**src/rtl/tsl_pkg.sv**
```systemverilog
// package: register map, field layout, reset values and states of the step timer limits block
package tsl_pkg;

  localparam int          TSL_AW           = 4;
  localparam int          TSL_DW           = 16;
  localparam int          TSL_NSTEP        = 16;
  localparam int          TSL_PW           = 4;
  localparam int          TSL_CW           = 4;

  // register offsets
  localparam logic [3:0]  TSL_OFS_CTRL     = 4'h0;
  localparam logic [3:0]  TSL_OFS_STATUS   = 4'h1;
  localparam logic [3:0]  TSL_OFS_T0LIM    = 4'h2;
  localparam logic [3:0]  TSL_OFS_T1LIM    = 4'h3;
  localparam logic [3:0]  TSL_OFS_STEPADR  = 4'h4;
  localparam logic [3:0]  TSL_OFS_STEPDAT  = 4'h5;

  // control field positions
  localparam int          TSL_CTRL_EN_BIT  = 0;
  localparam int          TSL_CTRL_STR_BIT = 1;

  // status field positions
  localparam int          TSL_ST_BUSY_BIT  = 0;
  localparam int          TSL_ST_PC_LSB    = 4;
  localparam int          TSL_ST_CMD_LSB   = 8;

  // reset values
  localparam logic [15:0] TSL_LIM_RST      = 16'h0000;
  localparam logic [15:0] TSL_CNT_RST      = 16'h0000;

  // step command codes
  localparam logic [3:0]  TSL_CMD_NOP      = 4'h0;
  localparam logic [3:0]  TSL_CMD_T0WAIT   = 4'h1;
  localparam logic [3:0]  TSL_CMD_T1WAIT   = 4'h2;
  localparam logic [3:0]  TSL_CMD_STOP     = 4'hf;

  typedef enum logic [1:0] {
    TSL_IDLE,
    TSL_FETCH,
    TSL_EXEC
  } tsl_state_t;

  typedef struct packed {
    logic [TSL_AW-1:0] addr;
    logic [TSL_DW-1:0] wdata;
    logic              wr;
    logic              rd;
  } tsl_bus_req_t;

endpackage : tsl_pkg

```
**src/rtl/tsl_step_mem.sv**
```systemverilog
// step command memory: one write port, registered read data
`timescale 1ns/1ps
module tsl_step_mem #(
  parameter int DEPTH = 16,
  parameter int AW    = 4,
  parameter int W     = 4
) (
  // clock
  input  wire logic          clk,
  // write side
  input  wire logic          we,
  input  wire logic [AW-1:0] waddr,
  input  wire logic [W-1:0]  wdata,
  // read side
  input  wire logic [AW-1:0] raddr,
  output logic      [W-1:0]  rdata
);

  logic [W-1:0] mem [DEPTH];

  always_ff @(posedge clk) begin
    if (we) begin
      mem[waddr] <= wdata;
    end
  end

  always_ff @(posedge clk) begin
    rdata <= mem[raddr];
  end

endmodule : tsl_step_mem

```
**src/rtl/tsl_step_timer.sv**
```systemverilog
// trigger sequencer core with the two step timer limit registers
//
// Contract
// - 16-bit timer0 limit used only by the timer0 wait step.
// - 16-bit timer1 limit used only by the timer1 wait step.
// - timer0 limit writes dropped while enable and start are both set.
// - timer1 limit writes dropped while enable and start are both set.
`timescale 1ns/1ps
module tsl_step_timer
  import tsl_pkg::*;
#(
  parameter int NSTEP = TSL_NSTEP
) (
  // clock and reset
  input  wire logic                clk,
  input  wire logic                nrst,
  // register port
  input  wire tsl_bus_req_t        bus_req,
  output logic      [TSL_DW-1:0]   rdata,
  // sequencer state
  output logic                     sequencer_enable_flag,
  output logic                     sequence_start_flag,
  output logic                     step_busy,
  output logic      [TSL_CW-1:0]   step_cmd
);

  logic [TSL_DW-1:0] step_timer0_limit_q;
  logic [TSL_DW-1:0] step_timer1_limit_q;
  logic [TSL_DW-1:0] wait_cnt_q;
  logic [TSL_PW-1:0] pc_q;
  logic [TSL_PW-1:0] step_adr_q;
  logic [TSL_CW-1:0] cmd_q;
  logic [TSL_CW-1:0] mem_rdata;
  logic              en_q;
  logic              start_q;
  tsl_state_t        state_q;
  logic              locked;
  logic              wr_ctrl;
  logic              wr_t0;
  logic              wr_t1;
  logic              wr_adr;
  logic              wr_dat;
  logic              wait_done;
  logic [TSL_DW-1:0] cur_limit;

  function automatic logic hit(input tsl_bus_req_t r, input logic [TSL_AW-1:0] ofs);
    hit = r.wr && (r.addr == ofs);
  endfunction : hit

  // register images built from the package field positions
  function automatic logic [TSL_DW-1:0] ctrl_word(input logic en, input logic start);
    ctrl_word                   = '0;
    ctrl_word[TSL_CTRL_EN_BIT]  = en;
    ctrl_word[TSL_CTRL_STR_BIT] = start;
  endfunction : ctrl_word

  function automatic logic [TSL_DW-1:0] status_word(input logic              busy,
                                                     input logic [TSL_PW-1:0] pc,
                                                     input logic [TSL_CW-1:0] cmd);
    status_word                           = '0;
    status_word[TSL_ST_BUSY_BIT]          = busy;
    status_word[TSL_ST_PC_LSB +: TSL_PW]  = pc;
    status_word[TSL_ST_CMD_LSB +: TSL_CW] = cmd;
  endfunction : status_word

  assign locked  = en_q && start_q;
  assign wr_ctrl = hit(bus_req, TSL_OFS_CTRL);
  assign wr_t0   = hit(bus_req, TSL_OFS_T0LIM) && !locked;
  assign wr_t1   = hit(bus_req, TSL_OFS_T1LIM) && !locked;
  assign wr_adr  = hit(bus_req, TSL_OFS_STEPADR);
  assign wr_dat  = hit(bus_req, TSL_OFS_STEPDAT) && !locked;

  // limit registers
  always_ff @(posedge clk or negedge nrst) begin
    if (!nrst) begin
      step_timer0_limit_q <= TSL_LIM_RST;
    end else if (wr_t0) begin
      step_timer0_limit_q <= bus_req.wdata;
    end
  end

  always_ff @(posedge clk or negedge nrst) begin
    if (!nrst) begin
      step_timer1_limit_q <= TSL_LIM_RST;
    end else if (wr_t1) begin
      step_timer1_limit_q <= bus_req.wdata;
    end
  end

  // step program address pointer, auto-increments on data writes
  always_ff @(posedge clk or negedge nrst) begin
    if (!nrst) begin
      step_adr_q <= '0;
    end else if (wr_adr) begin
      step_adr_q <= bus_req.wdata[TSL_PW-1:0];
    end else if (wr_dat) begin
      step_adr_q <= step_adr_q + 1'b1;
    end
  end

  tsl_step_mem #(
    .DEPTH (NSTEP),
    .AW    (TSL_PW),
    .W     (TSL_CW)
  ) u_mem (
    .clk   (clk),
    .we    (wr_dat),
    .waddr (step_adr_q),
    .wdata (bus_req.wdata[TSL_CW-1:0]),
    .raddr (pc_q),
    .rdata (mem_rdata)
  );

  // enable is software owned; start also drops when the program stops
  // a control write in the stop cycle wins over the hardware clear
  always_ff @(posedge clk or negedge nrst) begin
    if (!nrst) begin
      en_q <= 1'b0;
    end else if (wr_ctrl) begin
      en_q <= bus_req.wdata[TSL_CTRL_EN_BIT];
    end
  end

  always_ff @(posedge clk or negedge nrst) begin
    if (!nrst) begin
      start_q <= 1'b0;
    end else if (wr_ctrl) begin
      start_q <= bus_req.wdata[TSL_CTRL_STR_BIT];
    end else if (state_q == TSL_EXEC && cmd_q == TSL_CMD_STOP) begin
      start_q <= 1'b0;
    end
  end

  // only the wait steps select a limit; others never see one
  always_comb begin
    unique case (cmd_q)
      TSL_CMD_T0WAIT: cur_limit = step_timer0_limit_q;
      TSL_CMD_T1WAIT: cur_limit = step_timer1_limit_q;
      default:        cur_limit = TSL_CNT_RST;
    endcase
  end

  assign wait_done = (wait_cnt_q >= cur_limit);

  // sequencer: fetch takes two cycles for the registered memory read
  always_ff @(posedge clk or negedge nrst) begin
    if (!nrst) begin
      state_q <= TSL_IDLE;
      pc_q    <= '0;
      cmd_q   <= TSL_CMD_NOP;
    end else if (!locked) begin
      state_q <= TSL_IDLE;
      if (!en_q) begin
        pc_q <= '0;
      end
    end else begin
      unique case (state_q)
        TSL_IDLE: begin
          state_q <= TSL_FETCH;
        end
        TSL_FETCH: begin
          cmd_q   <= mem_rdata;
          state_q <= TSL_EXEC;
        end
        TSL_EXEC: begin
          unique case (cmd_q)
            TSL_CMD_T0WAIT, TSL_CMD_T1WAIT: begin
              if (wait_done) begin
                pc_q    <= pc_q + 1'b1;
                state_q <= TSL_IDLE;
              end
            end
            TSL_CMD_STOP: begin
              pc_q    <= '0;
              state_q <= TSL_IDLE;
            end
            default: begin
              pc_q    <= pc_q + 1'b1;
              state_q <= TSL_IDLE;
            end
          endcase
        end
        default: state_q <= TSL_IDLE;
      endcase
    end
  end

  // wait counter restarts from zero for every step
  always_ff @(posedge clk or negedge nrst) begin
    if (!nrst) begin
      wait_cnt_q <= TSL_CNT_RST;
    end else if (state_q == TSL_EXEC && locked && !wait_done) begin
      wait_cnt_q <= wait_cnt_q + 1'b1;
    end else begin
      wait_cnt_q <= TSL_CNT_RST;
    end
  end

  // read data, one cycle after the strobe; unmapped reads return zero
  always_ff @(posedge clk or negedge nrst) begin
    if (!nrst) begin
      rdata <= '0;
    end else if (bus_req.rd) begin
      unique case (bus_req.addr)
        TSL_OFS_CTRL:    rdata <= ctrl_word(en_q, start_q);
        TSL_OFS_STATUS:  rdata <= status_word(state_q != TSL_IDLE, pc_q, cmd_q);
        TSL_OFS_T0LIM:   rdata <= step_timer0_limit_q;
        TSL_OFS_T1LIM:   rdata <= step_timer1_limit_q;
        TSL_OFS_STEPADR: rdata <= TSL_DW'(step_adr_q);
        default:         rdata <= '0;
      endcase
    end else begin
      rdata <= '0;
    end
  end

  assign sequencer_enable_flag = en_q;
  assign sequence_start_flag   = start_q;
  assign step_busy             = state_q != TSL_IDLE;
  assign step_cmd              = cmd_q;

endmodule : tsl_step_timer

```
**config.mk**
```make
export PLATFORM = sky130hd
export DESIGN_NAME = tsl_step_timer
export DESIGN_NICKNAME = d
export VERILOG_FILES = /design/src/rtl/tsl_pkg.sv /design/src/rtl/tsl_step_mem.sv /design/src/rtl/tsl_step_timer.sv
export SDC_FILE = /design/constraint.sdc
export NUM_CORES = 1
export LEC_CHECK = 0
export BUFFER_PORTS_ARGS = -buffer_cell sky130_fd_sc_hd__buf_2
export CORE_MARGIN = 1.5
export CORE_UTILIZATION = 40
export DETAILED_ROUTE_END_ITERATION = 10
export PLACE_DENSITY = 0.6
export SLEW_MARGIN = 20
export SYNTH_ARGS = -nofsm -noshare
export SYNTH_HDL_FRONTEND = slang
export SYNTH_HIERARCHICAL = 1
export SYNTH_SLANG_ARGS = --single-unit
```
**constraint.sdc**
```tcl
create_clock -name clk -period 3.5 [get_ports clk]
set_input_delay 0.525 -clock clk [delete_from_list [all_inputs] [get_ports clk]]
set_output_delay 0.525 -clock clk [all_outputs]
set_load 0.05 [all_outputs]
```
Yosys cells after proc, flatten, opt, wreduce, memory -nomap -nowiden
Memory sizes are Yosys's and may differ from the RTL's. A register that Yosys moved wholly into a read port is not among the register bits.
Index checks and enable logic that the tools add are counted.
Storage, ports and cells
  input port bits: 24
  output and inout bits: 23
  memories: 1
  bits in registers: 80
  word-level logic and storage cells: 70
  RAM bits: 64
Memories
  u_mem.mem: words 16, width 4, rd ports 1, clocked after memory_dff 1, write ports 1, line tsl_step_mem.sv:19  | logic [W-1:0] mem [DEPTH];
Cells by class
  $add $sub $neg: 3
  muxes and demuxes: 19
  order comparisons: 1
  reduce and logical (&&, ||, !) cells: 22
  equality and inequality tests: 14
Operators by type and width (number)
  one-hot mux 16 bit (5 select lines): 1
  two-way mux 16 bit: 2
  one-hot mux 16 bit (2 select lines): 1
  two-way mux 4 bit: 6
  adder 16 x 1 -> 16 bit, second input constant: 1
  >= comparator 16 bit: 1
  == test 4 x 2 -> 1 bit, second input constant: 3
  logical AND 1 bit: 12
  adder 4 x 1 -> 4 bit, second input constant: 2
  == test 4 x 1 -> 1 bit, second input constant: 2
  == test 4 x 3 -> 1 bit, second input constant: 2
  one-hot mux 4 bit (2 select lines): 1
  two-way mux 2 bit: 3
  one-hot mux 2 bit (3 select lines): 1
  nonzero test 2 bit: 3
  == test 4 bit, second input constant: 1
  logical NOT 4 bit: 1
  two-way mux 1 bit: 4
  != test 2 x 1 -> 1 bit, second input constant: 2
  != test 4 bit, second input constant: 1
  != test 3 bit, second input constant: 1
  AND reduction 3 bit: 1
  == test 2 x 1 -> 1 bit, second input constant: 1
  == test 2 bit, second input constant: 1
  other kinds (4): 5

Longest topological paths before layout
Gate-level depths: netlist of the first run.
  depth in word-level cells: 7
  gate-level depth with buffers: 11
  gate-level depth less buffers: 9

By module
Netlist of the first run, hierarchy kept.
Modules (own cells, without submodules)
  tsl_step_timer: area an instance 4056.4 um^2, times used 1, cells an instance 354, seq. area each 2001.9 um^2
  tsl_step_mem: area an instance 2666.3 um^2, times used 1, cells an instance 130, seq. area each 2001.9 um^2

Worst setup path after synthesis of the first run
No wires, ideal clock.
  kind: register to register
  start: reg cmd_q[1] (netlist: step_cmd[1])
  end: reg wait_cnt_q[10]
  path slack: 0.233 ns
  arrival time: 3.145 ns
  cell stages (with the launch flop): 12
  clock period less this slack: 3.267 ns
  library setup time: 0.123 ns
  buffers on the path: 3
  cells stage by stage: dfrtp_1 nor4b_4 clkbuf_1 a22oi_1 ha_1 nand4_1 or2_1 a311oi_2 or4_1 buf_2 buf_6 nor2_4
Between the ends
  cells in the longest elaborated chain, start to end: 6
  elaborated cells between the ends (all ways): 7
  those cells by class: order compare (1); eq/ne (2); mux (2); reduce/logical (2)
RTL lines
  from (decl): line tsl_step_timer.sv:32  | logic [TSL_CW-1:0] cmd_q;
  from (signal assigned): line tsl_step_timer.sv:162  | cmd_q <= mem_rdata;
  == test 4 x 2 -> 1 bit / == test 4 x 1 -> 1 bit (equally long branches): line tsl_step_timer.sv:136  | unique case (cmd_q)
  one-hot mux 16 bit (2 select lines) (*): line tsl_step_timer.sv:136
  >= comparator 16 bit (*): line tsl_step_timer.sv:143  | assign wait_done = (wait_cnt_q >= cur_limit);
  logical NOT 1 bit (*): line tsl_step_timer.sv:192  | end else if (state_q == TSL_EXEC && locked && !wait_done) begin
  logical AND 1 bit (*): line tsl_step_timer.sv:192
  two-way mux 16 bit (*): line tsl_step_timer.sv:192
  to (signal assigned): line tsl_step_timer.sv:193  | wait_cnt_q <= wait_cnt_q + 1'b1;
  to (decl): line tsl_step_timer.sv:29  | logic [TSL_DW-1:0] wait_cnt_q;
Every way passes the cells marked *; elsewhere a longest branch is shown, timed or not.
A chain may end at the register's enable or synchronous reset.

Worst setup path after layout of the first run
  start: reg cmd_q[2] (netlist: step_cmd[2])
  end: reg pc_q[3]
Between the ends
  cells in the longest elaborated chain, start to end: 5
  elaborated cells between the ends (all ways): 11
  those cells by class: order compare (1); eq/ne (4); mux (4); reduce/logical (2)
RTL lines
  == test 4 x 2 -> 1 bit / == test 4 x 1 -> 1 bit (equally long branches): line tsl_step_timer.sv:136, tsl_step_timer.sv:166
  one-hot mux 16 bit (2 select lines) / OR reduction 2 bit (equally long branches): line tsl_step_timer.sv:136, tsl_step_timer.sv:166
  >= comparator 16 bit / one-hot mux 4 bit (2 select lines) (equally long branches): line tsl_step_timer.sv:143, tsl_step_timer.sv:166
  != test 3 bit (no source line) / two-way mux 4 bit (equally long branches)
  AND reduction 3 bit (no source line) / two-way mux 4 bit (equally long branches)
  to (signal assigned): line tsl_step_timer.sv:169  | pc_q <= pc_q + 1'b1;
  to (signal assigned): line tsl_step_timer.sv:178  | pc_q <= pc_q + 1'b1;
  to (decl): line tsl_step_timer.sv:30  | logic [TSL_PW-1:0] pc_q;
Several ways; a longest one is shown, not always the timed one. The select of a mux whose other input is x is not followed.

==> metrics.cfg, run 1 <==
[outcome]
outcome=complete, no violations

[clock_tree]
clock-sinks=148
holdBufCountCts=0
cts_tree=yes
ctsResizeCount=0
postCtsSetupBuffers=0
worstSkewPairLatency_ns=0.42
clkTransAtPathRegs_ns=0.06
cts_root_buf=clkbuf_16
cts-htree-levels=4
numCtsBuffers=17
clockBufferDepth=2

[synth]
postSynthAreaPerCell_um2=13.9
ys_types=55
yosysTopAreaCell=dfrtp_1
netlist_instances=484
async_flop_share_pct=54.1
yosysMostFrequentCell=dfrtp_1
synth.net_count=527
ys.warnings.count=6
synth_area_leaders=dfrtp_1 30%, edfxtp_1 29%, mux4_1 5.5%, mux2_2 4.2%, ha_1 3.5%
synth-main-ff-cell=dfrtp_1
synthTopCellsByCount=80 x dfrtp_1, 64 x edfxtp_1, 42 x nor2_1
yosysTopAreaCellShare_pct=29.8
ys_ff_latch=148
syn-cell-area_um2=6720
seq_area_frac_synth_pct=59.6
synth-edff-count=64

[sta]
tightest_slew_ns=1.06
drv_slew=0
final-setup-viol-count=0
maxClockFrequency_ghz=0.341
slew_headroom_pct=29.1
hold_viol=0
fin_hold_ws_ns=0.114
setup_tns_ns=0
rsz0062_at_grt=no
skew_ns=0.0116
period_share_pct=83.8
period_needed_ns=2.93

[detailed_routing]
dr.first_iter.drc_count=296
vias=4280
postRouteAntennaNets=0
drt_wl_total_um=14800
firstDrtPassIters=5
drc=0
vias_per_cell=5.56
wire_per_inst_um=19.2

[critical_path]
cp_cell_sequence=nor4b_4 > buf_4 > a22oi_1 > ha_1 > nand4_1 > or2_1 > a311oi_2 > o31ai_4 > or2_4 > o31ai_2
worstPathArrival_ns=3.26
crit_family=simple AND/OR/NAND/NOR gates
worst-path-max-fanout=18
start_kind=flop
cpPeakStageDelay_ns=0.48
required_ns=3.83
end_kind=flop
slowest_stage=dfrtp_1
worstSetupPathType=flop to flop
worst-path-buf-inv=1

[place]
io_buffers=46
gp_congestion=0.811
dp_hpwl_um=10300
place_inst=738

[floorplan]
dieArea_um2=17600
coreArea_um2=16500
rows=47
fp.dieH_um=133
initial_core_util_pct=40.7
pin_count=47
die_w_um=133

[global_routing]
track_usage_pct=17.9
grt_pass1_wl_um=24000
grt_pass1_vias=4496
antenna_found_initial=0
grt_max_degree=81
grt-ovfl-total=0

[final_layout]
num-fill-cells=1480
regArea_um2=4000
final_nets=580
syn2layout_area_growth_pct=15.0
finish.utilization_pct=46.8
drive_gt1_share_pct=23.8
multi_input_area_um2=2580
layout.cells.non_filler=770
diodes=0

[power_and_ir_drop]
pwr_density_cell_nw_per_um2=591
p_leak_uw=0.00305
vdd_drop_max_v=0.000355

[job]
cap_violations=0

[worst_hold_path]
hold_path_class=input pin to async pin

## layout by cell type, fill, tap and decap left out, types with 3 or more instances in the layout
master / synthesis / routed
a21o_1: 3 / 3
a21oi_1: 11 / 11
a222oi_1: 8 / 8
a22oi_1: 27 / 27
and3_1: 6 / 6
buf_2: 7 / 45
buf_4: 0 / 6
clkbuf_16: 0 / 17
dfrtp_1: 80 / 80
dfxtp_1: 4 / 4
edfxtp_1: 64 / 64
ha_1: 19 / 19
inv_1: 8 / 8
inv_6: 0 / 6
inv_8: 0 / 4
mux2_1: 10 / 10
mux2_2: 25 / 25
mux4_1: 14 / 14
nand2_1: 21 / 21
nand2b_1: 4 / 4
nand3_1: 22 / 22
nand3b_1: 3 / 3
nand4_1: 7 / 7
nor2_1: 42 / 42
nor2_2: 3 / 3
nor2_4: 8 / 8
nor2b_1: 8 / 8
nor3_1: 8 / 8
o211ai_1: 3 / 3
o21ai_0: 7 / 7
o21ai_1: 8 / 8
xnor2_1: 5 / 5
xor2_1: 9 / 9
## area by class of cell
class | instances | share of cell area [%]
clock buffers | 17 | 5.50
clock inverters | 15 | 1.76
inverters | 8 | 0.388
multi-input cells | 310 | 33.4
flip-flops and latches | 148 | 51.8
well taps | 220 | 3.56
repair buffers | 52 | 3.64
## metal layers
| metal | vias up | share of wire, % | global-route usage (%) |
|---|---|---|---|
| met4 | 0 | 1.0 | 5.62 |
| met1 | 2177 | 47 | 23.8 |
| li1 | 1966 | - | - |
| met5 | - | 0 | 0 |
| met3 | 15 | 3.9 | 3.95 |
| met2 | 122 | 48 | 29.6 |
## through the flow
step | instance area [µm²] | power [µW] | setup WS (ns)
floorplan | 6720 | 2650 | 0.233
global placement | 7170 | 2860 | 0.680
detailed placement | 7170 | 2890 | 0.565
CTS | 7730 | 4610 | 0.550
global route | 7730 | 4760 | 0.376
finish | 7730 | 4570 | 0.566
## power breakdown
| group | leakage [µW] | internal [µW] | switching [µW] |
|---|---|---|---|
| Sequential | 0.00166 | 1950 | 193 |
| Clock | 0.000281 | 939 | 772 |
| Combinational | 0.00111 | 309 | 412 |
## flip-flops by register name (all words and copies together) (netlist names)
signal,count
u_mem/mem,64
rdata,16
step_timer0_limit_q,16
step_timer1_limit_q,16
wait_cnt_q,16
pc_q,4
step_adr_q,4
step_cmd,4
u_mem/rdata,4
state_q,2
sequence_start_flag,1
sequencer_enable_flag,1
## cell families after synthesis
logic type,count (synthesis),share of synthesized area [%]
buffers and inverters,26,2.05
and+or+nand+nor,147,12.3
xor gates and xnor gates,14,1.82
AOI/OAI and AO/OA,78,8.56
muxes,52,12.2
adders and majority gates,19,3.54
DFF,148,59.6
## final timing paths
| path | slack [ns] | startpoint | cells past startpoint | endpoint |
|---|---|---|---|---|
| min in group clk | 0.33 | bus_req[17] | 2 | step_timer0_limit_q[15]$_DFFE_PN0P_ |
| worst min register to register | 0.47 | u_mem/rdata[3]$_DFF_P_ | 1 | step_cmd[3]$_DFFE_PN0P_ |
| worst min-delay path | 0.11 | nrst | 1 | wait_cnt_q[12]$_DFF_PN0_ |
| worst max-delay path | 0.57 | step_cmd[2]$_DFFE_PN0P_ | 10 | pc_q[3]$_DFFE_PN0P_ |
| worst max register to register | 0.57 | step_cmd[2]$_DFFE_PN0P_ | 10 | pc_q[3]$_DFFE_PN0P_ |
| max in group asynchronous | 2.85 | nrst | 1 | rdata[0]$_DFF_PN0_ |
No activity file was read; power rests on OpenSTA's default activity.
==> run 2, diff against run 1 <==
ABC_AREA = 1   (was unset)
clock period = 2.85 ns   (was 3.5 ns; I/O delays follow)
==> run 2 against run 1 <==
Effect of this change: design area is 5.7% higher; critical endpoint is now wait_cnt_q[15]$_DFF_PN0_; largest cell class unchanged; flip-flop and latch count stayed put; register-to-register slack worse by 0.19 ns; sequential power is 19% higher; cell count is 43% higher; power is 27% higher; clock skew is 0.0019 ns lower; die area is 6.4% higher; first-iteration DRC count is 42% higher; utilization is 0.14 points higher; global-route usage is 1.6 points higher; synthesized cell count is 68% higher; critical path type unchanged.
==> metrics.cfg, run 2 <==
[outcome]
outcome=complete, no violations  ; unchanged

[clock_tree]
clockBufferDepth=2  ; unchanged
cts_root_buf=clkbuf_16  ; unchanged
numCtsBuffers=17  ; unchanged
worstSkewPairLatency_ns=0.42  ; about the same
cts_tree=yes  ; unchanged
ctsResizeCount=0  ; unchanged
holdBufCountCts=0  ; unchanged
cts-htree-levels=4  ; unchanged
clkTransAtPathRegs_ns=0.06  ; about the same
postCtsSetupBuffers=0  ; unchanged
clock-sinks=148  ; unchanged

[synth]
ys_types=37  ; was 55
synth_area_leaders=dfrtp_1 28%, edfxtp_1 27%, nand2_1 10%, inv_1 8.5%, nand3_1 5.0%  ; was dfrtp_1 30%, edfxtp_1 29%, mux4_1 5.5%, mux2_2 4.2%, ha_1 3.5%
yosysMostFrequentCell=nand2_1  ; was dfrtp_1
yosysTopAreaCell=dfrtp_1  ; unchanged
ys.warnings.count=6  ; unchanged
async_flop_share_pct=54.1  ; unchanged
synth.net_count=858  ; was 527
synth-edff-count=64  ; unchanged
synthTopCellsByCount=193 x nand2_1, 163 x inv_1, 80 x dfrtp_1  ; was 80 x dfrtp_1, 64 x edfxtp_1, 42 x nor2_1
postSynthAreaPerCell_um2=8.79  ; was 13.9 µm²
yosysTopAreaCellShare_pct=27.9  ; was 29.8%
ys_ff_latch=148  ; unchanged
synth-main-ff-cell=dfrtp_1  ; unchanged
syn-cell-area_um2=7170  ; was 6720 µm²
seq_area_frac_synth_pct=55.9  ; was 59.6%
netlist_instances=815  ; was 484

[critical_path]
cp_cell_sequence=nor2_1 > nand3_1 > buf_4 > o22ai_1 > inv_1 > ha_1 > nand2_1 > o21bai_1 > nand2_1 > a21oi_2 > nand3_2 > inv_1 > nand2_1 > nor2_1  ; was nor4b_4 > buf_4 > a22oi_1 > ha_1 > nand4_1 > or2_1 > a311oi_2 > o31ai_4 > or2_4 > o31ai_2
end_kind=flop  ; unchanged
reg2reg_from=step_cmd[3]$_DFFE_PN0P_  ; was step_cmd[2]$_DFFE_PN0P_
worstPathArrival_ns=2.83  ; was 3.26 ns
slowest_stage=dfrtp_1  ; unchanged
reg2reg_slack_ns=0.37  ; was 0.57 ns
crit_top_cell=nand2_1
start_kind=flop  ; unchanged
cpPeakStageDelay_ns=0.41  ; was 0.48 ns
worst-path-max-fanout=17  ; was 18
worstSetupPathType=flop to flop  ; unchanged
reg2reg_depth=14  ; was 10
timing.rr.end=wait_cnt_q[15]$_DFF_PN0_  ; was pc_q[3]$_DFFE_PN0P_
required_ns=3.20  ; was 3.83 ns

[sta]
setup_tns_ns=0  ; unchanged
maxClockFrequency_ghz=0.404  ; was 0.341 GHz
slew_headroom_pct=52.3  ; was 29.1%
rsz0062_at_grt=no  ; unchanged
final-setup-viol-count=0  ; unchanged
skew_ns=0.00967  ; was 0.0116 ns
hold_viol=0  ; unchanged
setup_ws_ns=0.374  ; was 0.566 ns
period_needed_ns=2.48  ; was 2.93 ns
period_share_pct=86.9  ; was 83.8%
tightest_slew_ns=0.716  ; was 1.06 ns
drv_slew=0  ; unchanged

[global_routing]
grt-ovfl-total=0  ; unchanged
grt_pass1_vias=5071  ; was 4496
antenna_found_initial=0  ; unchanged
track_usage_pct=19.6  ; was 17.9%
grt_max_degree=81  ; unchanged
grt_pass1_wl_um=27400  ; was 24000 µm

[detailed_routing]
top_layer=met4  ; unchanged
dr_wl_met3_um=878  ; was 577 µm
vias_per_cell=4.97  ; was 5.56
wire_per_inst_um=15.5  ; was 19.2 µm
postRouteAntennaNets=0  ; unchanged
vias=5486  ; was 4280
met1_length_um=8380  ; was 6890 µm
dr.first_iter.drc_count=420  ; was 296
firstDrtPassIters=5  ; unchanged
wl_met2_um=7610  ; was 7160 µm
drc=0  ; unchanged
drt_wl_total_um=17100  ; was 14800 µm

[place]
dp_hpwl_um=12300  ; was 10300 µm
dp_slack_ns=0.391  ; was 0.565 ns
gp_congestion=0.893  ; was 0.811
place_inst=1071  ; was 738
io_buffers=46  ; unchanged

[final_layout]
largest-register=u_mem/mem  ; unchanged
diodes=0  ; unchanged
syn2layout_area_growth_pct=14.1  ; was 15.0%
layout.cells.non_filler=1103  ; was 770
most-common-layout-cells=193 x nand2_1, 163 x inv_1, 80 x dfrtp_1, 71 x nand3_1  ; was 80 x dfrtp_1, 64 x edfxtp_1, 45 x buf_2, 42 x nor2_1, 27 x a22oi_1
drive_gt1_share_pct=11.2  ; was 23.8%
final_common_cell=nand2_1  ; was dfrtp_1
largest_reg_flops=64  ; unchanged
final_nets=908  ; was 580

[worst_hold_path]
hold_path_class=input pin to async pin  ; unchanged

[power_and_ir_drop]
power_uw=5800  ; was 4570 µW
p_leak_uw=0.00391  ; was 0.00305 µW
pwr_density_cell_nw_per_um2=709  ; was 591 nW/µm²
vdd_drop_max_v=0.000365  ; was 0.000355 V

[floorplan]
rows=48  ; was 47
initial_core_util_pct=41.1  ; was 40.7%
coreArea_um2=17400  ; was 16500 µm²
die_w_um=137  ; was 133 µm
pin_count=47  ; unchanged
fp.dieH_um=137  ; was 133 µm
dieArea_um2=18700  ; was 17600 µm²

[job]
cap_violations=0  ; unchanged

[run 2: cell count changes after synthesis, sizes merged, moves of 8 or more]
cell and change:
nand2 +174, o21ai +27, inv +159, nor2b -8
buf +8, nor2 +13, nand3 +50, o22ai +23
mux2 -35, mux4 -16, a22oi -26, a222oi -8
[run 2: worst max-delay path by stage]
| stage | depth (start not counted) | slack [ns] | end | from |
|---|---|---|---|---|
| 2_1_floorplan | 15 | 0.33 | pc_q[3]$_DFFE_PN0P_ | step_cmd[2]$_DFFE_PN0P_ |
| 3_3_place_gp | 14 | 0.46 | wait_cnt_q[15]$_DFF_PN0_ | step_cmd[2]$_DFFE_PN0P_ |
| 3_5_place_dp | 14 | 0.39 | wait_cnt_q[15]$_DFF_PN0_ | step_cmd[2]$_DFFE_PN0P_ |
| 4_1_cts | 14 | 0.37 | wait_cnt_q[15]$_DFF_PN0_ | step_cmd[2]$_DFFE_PN0P_ |
| 5_1_grt | 15 | 0.16 | wait_cnt_q[6]$_DFF_PN0_ | step_cmd[3]$_DFFE_PN0P_ |
| 6_report | 14 | 0.37 | wait_cnt_q[15]$_DFF_PN0_ | step_cmd[3]$_DFFE_PN0P_ |
[run 2: worst max-delay path, delay by kind of cell (launching register included)]
family / cells / cell delay [ns]
AND/OR/NAND/NOR: 7 / 0.87
flip-flops: 1 / 0.41
buffers and inverters: 3 / 0.45
AO/OA/AOI/OAI: 3 / 0.41
adder cells (fa/ha/maj): 1 / 0.29
[run 2: metrics by stage]
stage	cell area (µm²)	hold WS (ns)	util (%)
after detailed placement	7580	0.457	43.5
final	8180	0.0386	46.9
after floorplan	7170	0.132	-
after global placement	7580	0.454	43.5
after CTS	8170	0.220	46.9
after global routing	8180	0.106	46.9
[run 2: layout make-up]
type	count	area, µm²
multi-input combinational	477	2370
clock inverter	7	72.6
timing repair buffer	54	297
sequential	148	4000
inverter	167	634
tap	225	282
fill	1681	9240
clock buffer	25	515
[run 2: kinds of logic after synthesis]
logic type | count (synthesis) | share of synthesized area [%]
xor gates and xnor gates | 13 | 1.59
AOI/OAI and AO/OA | 95 | 7.65
adders and majority gates | 19 | 3.32
and+or+nand+nor | 350 | 20.5
DFF | 148 | 55.9
buffers and inverters | 190 | 11.0
[run 2: power breakdown]
group	switching, µW	internal (µW)
logic	759	322
clock network	838	1340
registers	146	2390
total	1740	4050
[run 2: per-layer routing]
layer / vias to the layer above / GRT usage, %
li1: 2692 / -
met1: 2622 / 28.7
met2: 150 / 28.8
met3: 22 / 3.96
met4: 0 / 6.78
met5: - / 0
==> run 3, diff against run 2 <==
ABC_AREA = unset   (was 1)
CAP_MARGIN = 20   (was unset)
==> run 3 against run 2 <==
Effect of this change: the flow now finishes with violations (negative setup slack); clock power down 6%; sequential share of layout area increased by 0.57 points; register-to-register slack got worse by 0.39 ns; largest power group unchanged.
==> metrics.cfg, run 3 (same netlist as run 1, synthesis figures left out) <==
[detailed_routing]
vias=4400  ; was 5486
dr.first_iter.drc_count=487  ; was 420
wire_per_inst_um=19.1  ; was 15.5 µm
dr_wl_met3_um=776  ; was 878 µm
top_layer=met4  ; unchanged
postRouteAntennaNets=0  ; unchanged
firstDrtPassIters=5  ; unchanged
wl_met2_um=7210  ; was 7610 µm
drc=0  ; unchanged
drt_wl_total_um=15200  ; was 17100 µm
met1_length_um=6910  ; was 8380 µm
vias_per_cell=5.53  ; was 4.97

[sta]
final-setup-viol-count=1  ; was 0
period_share_pct=101  ; was 86.9%
setup_ws_ns=-0.0146  ; was 0.374 ns
period_needed_ns=2.86  ; was 2.48 ns
drv_slew=0  ; unchanged
slew_headroom_pct=44.7  ; was 52.3%
skew_ns=0.00904  ; was 0.00967 ns
hold_viol=0  ; unchanged
setup_tns_ns=-0.0146  ; was 0 ns
maxClockFrequency_ghz=0.349  ; was 0.404 GHz
tightest_slew_ns=0.830  ; was 0.716 ns
fin_hold_ws_ns=0.0250  ; was 0.0386 ns
rsz0062_at_grt=yes  ; was no

[critical_path]
crit_path_end=pc_q[3]$_DFFE_PN0P_  ; was wait_cnt_q[15]$_DFF_PN0_
end_kind=flop  ; unchanged
crit_family=simple AND/OR/NAND/NOR gates  ; unchanged
timing.rr.end=pc_q[3]$_DFFE_PN0P_  ; was wait_cnt_q[15]$_DFF_PN0_
reg2reg_depth=12  ; was 14
worstPathArrival_ns=3.19  ; was 2.83 ns
worst-path-max-fanout=5  ; was 17
worstSetupPathType=flop to flop  ; unchanged
crit_start=step_cmd[0]$_DFFE_PN0P_  ; was step_cmd[3]$_DFFE_PN0P_
cp_cell_sequence=nor4b_4 > buf_6 > buf_12 > a22oi_2 > ha_1 > nand4_1 > or2_4 > a311oi_2 > buf_4 > o31ai_4 > or2_4 > o31ai_2  ; was nor2_1 > nand3_1 > buf_4 > o22ai_1 > inv_1 > ha_1 > nand2_1 > o21bai_1 > nand2_1 > a21oi_2 > nand3_2 > inv_1 > nand2_1 > nor2_1
cpPeakStageDelay_ns=0.45  ; was 0.41 ns
cp.depth=12  ; was 14
required_ns=3.18  ; was 3.20 ns
slowest_stage=dfrtp_2  ; was dfrtp_1
worst-path-buf-inv=3  ; unchanged
crit_top_cell=or2_4  ; was nand2_1
reg2reg_from=step_cmd[0]$_DFFE_PN0P_  ; was step_cmd[3]$_DFFE_PN0P_
reg2reg_slack_ns=-0.01  ; was 0.37 ns
start_kind=flop  ; unchanged

[clock_tree]
cts_tree=yes  ; unchanged
holdBufCountCts=0  ; unchanged
cts-htree-levels=4  ; unchanged
clkTransAtPathRegs_ns=0.06  ; about the same
numCtsBuffers=17  ; unchanged
worstSkewPairLatency_ns=0.42  ; about the same
clock-sinks=148  ; unchanged
clockBufferDepth=2  ; unchanged
cts_root_buf=clkbuf_16  ; unchanged

[worst_hold_path]
hold_path_class=input pin to async pin  ; unchanged

[final_layout]
final_nets=606  ; was 908
diodes=0  ; unchanged
drive_gt1_share_pct=30.8  ; was 11.2%
num-fill-cells=1432  ; was 1681
syn2layout_area_growth_pct=20.4  ; was 14.1%
layout.cells.non_filler=795  ; was 1103
most-common-layout-cells=76 x dfrtp_1, 64 x edfxtp_1, 45 x buf_2, 37 x nor2_1  ; was 193 x nand2_1, 163 x inv_1, 80 x dfrtp_1, 71 x nand3_1
finish.utilization_pct=49.0  ; was 46.9%
largest_reg_flops=64  ; unchanged
largest-register=u_mem/mem  ; unchanged
final_common_cell=dfrtp_1  ; was nand2_1

[floorplan]
die_w_um=133  ; was 137 µm
pin_count=47  ; unchanged
coreArea_um2=16500  ; was 17400 µm²
initial_core_util_pct=40.7  ; was 41.1%
rows=47  ; was 48
fp.dieH_um=133  ; was 137 µm
dieArea_um2=17600  ; was 18700 µm²

[global_routing]
grt_max_degree=81  ; unchanged
grt-ovfl-total=0  ; unchanged
grt_pass1_vias=4453  ; was 5071
track_usage_pct=17.9  ; was 19.6%
grt_pass1_wl_um=24200  ; was 27400 µm
antenna_found_initial=0  ; unchanged

[place]
place_inst=754  ; was 1071
dp_hpwl_um=10300  ; was 12300 µm
gp_congestion=0.821  ; was 0.893
io_buffers=46  ; unchanged
dp_slack_ns=0.00737  ; was 0.391 ns

[power_and_ir_drop]
pwr_density_cell_nw_per_um2=717  ; was 709 nW/µm²
p_leak_uw=0.00320  ; was 0.00391 µW
clkPwrFrac_pct=35.5  ; was 37.6%
p_switching_uw=1730  ; was 1740 µW
pwr-share-seq_pct=45.1  ; was 43.8%
p_comb_share_pct=19.4  ; was 18.6%
switching_share_pct=29.8  ; was 30.1%
cellInternalPower_uw=4080  ; was 4050 µW
vdd_drop_max_v=0.000494  ; was 0.000365 V

[job]
cap_violations=0  ; unchanged

[outcome]
outcome=finished with violations  ; was complete, no violations
violations=negative setup slack

==> run 3: cell count changes in the layout (fill, tap and decap cells not counted), sizes merged, moves of 13 or more <==
cell / change
nand3: -50
inv: -153
nor2: -13
nand2: -174
buf: +21
o21ai: -27
mux2: +35
a22oi: +26
o22ai: -23
mux4: +16
==> run 3: power by group through the flow <==
stage / clock (µW) / combinational (µW) / sequential [µW]
2_1_floorplan: 0 / 614 / 2670
3_3_place_gp: 0 / 973 / 2640
5_1_grt: 2200 / 1220 / 2640
3_5_place_dp: 0 / 996 / 2650
6_report: 2060 / 1130 / 2620
4_1_cts: 2100 / 1000 / 2610
==> run 3: worst register-to-register path, cell delays in order (launching register included) <==
cell	delay [ns]
dfrtp_2	0.45
nor4b_4	0.30
buf_6	0.17
buf_12	0.12
a22oi_2	0.07
ha_1	0.32
nand4_1	0.15
or2_4	0.27
a311oi_2	0.23
buf_4	0.17
o31ai_4	0.08
or2_4	0.26
o31ai_2	0.17
==> run 3: routing by layer <==
metal | GRT usage (%) | vias to the layer above
met1 | 24.1 | 2211
met5 | 0 | -
met3 | 3.83 | 25
li1 | - | 2012
met4 | 6.47 | 0
met2 | 28.6 | 152
==> run 3: worst min-delay path by stage <==
stage	start	end	depth (start not counted)
5_1_grt	nrst	step_timer0_limit_q[13]$_DFFE_PN0P_	1
3_5_place_dp	u_mem/rdata[1]$_DFF_P_	step_cmd[1]$_DFFE_PN0P_	1
2_1_floorplan	nrst	pc_q[0]$_DFFE_PN0P_	0
3_3_place_gp	u_mem/rdata[1]$_DFF_P_	step_cmd[1]$_DFFE_PN0P_	1
6_report	nrst	step_timer0_limit_q[14]$_DFFE_PN0P_	1
4_1_cts	nrst	wait_cnt_q[11]$_DFF_PN0_	1
==> run 3: per-stage QoR <==
stage | power [µW] | instance area [µm²]
2_1_floorplan | 3280 | 6760
3_3_place_gp | 3620 | 7340
3_5_place_dp | 3640 | 7340
4_1_cts | 5710 | 7890
5_1_grt | 6050 | 8090
6_report | 5810 | 8090
==> run 3: area by class of cell <==
class	count	area [µm²]	share of cell area (%)
multi-input cells	310	2660	32.9
inverters	8	30.0	0.371
well taps	220	275	3.40
clock inverters	14	121	1.50
clock buffers	17	425	5.26
repair buffers	78	571	7.05
flip-flops and latches	148	4010	49.5
==> run 3: repair_timing <==
action,4_1_cts,5_1_grt
endpoints found under the hold margin,0,0
pin swaps,0,11
buffers inserted,0,7
cloned,0,3
setup endpoints to repair,2,21
resized for setup,1,19
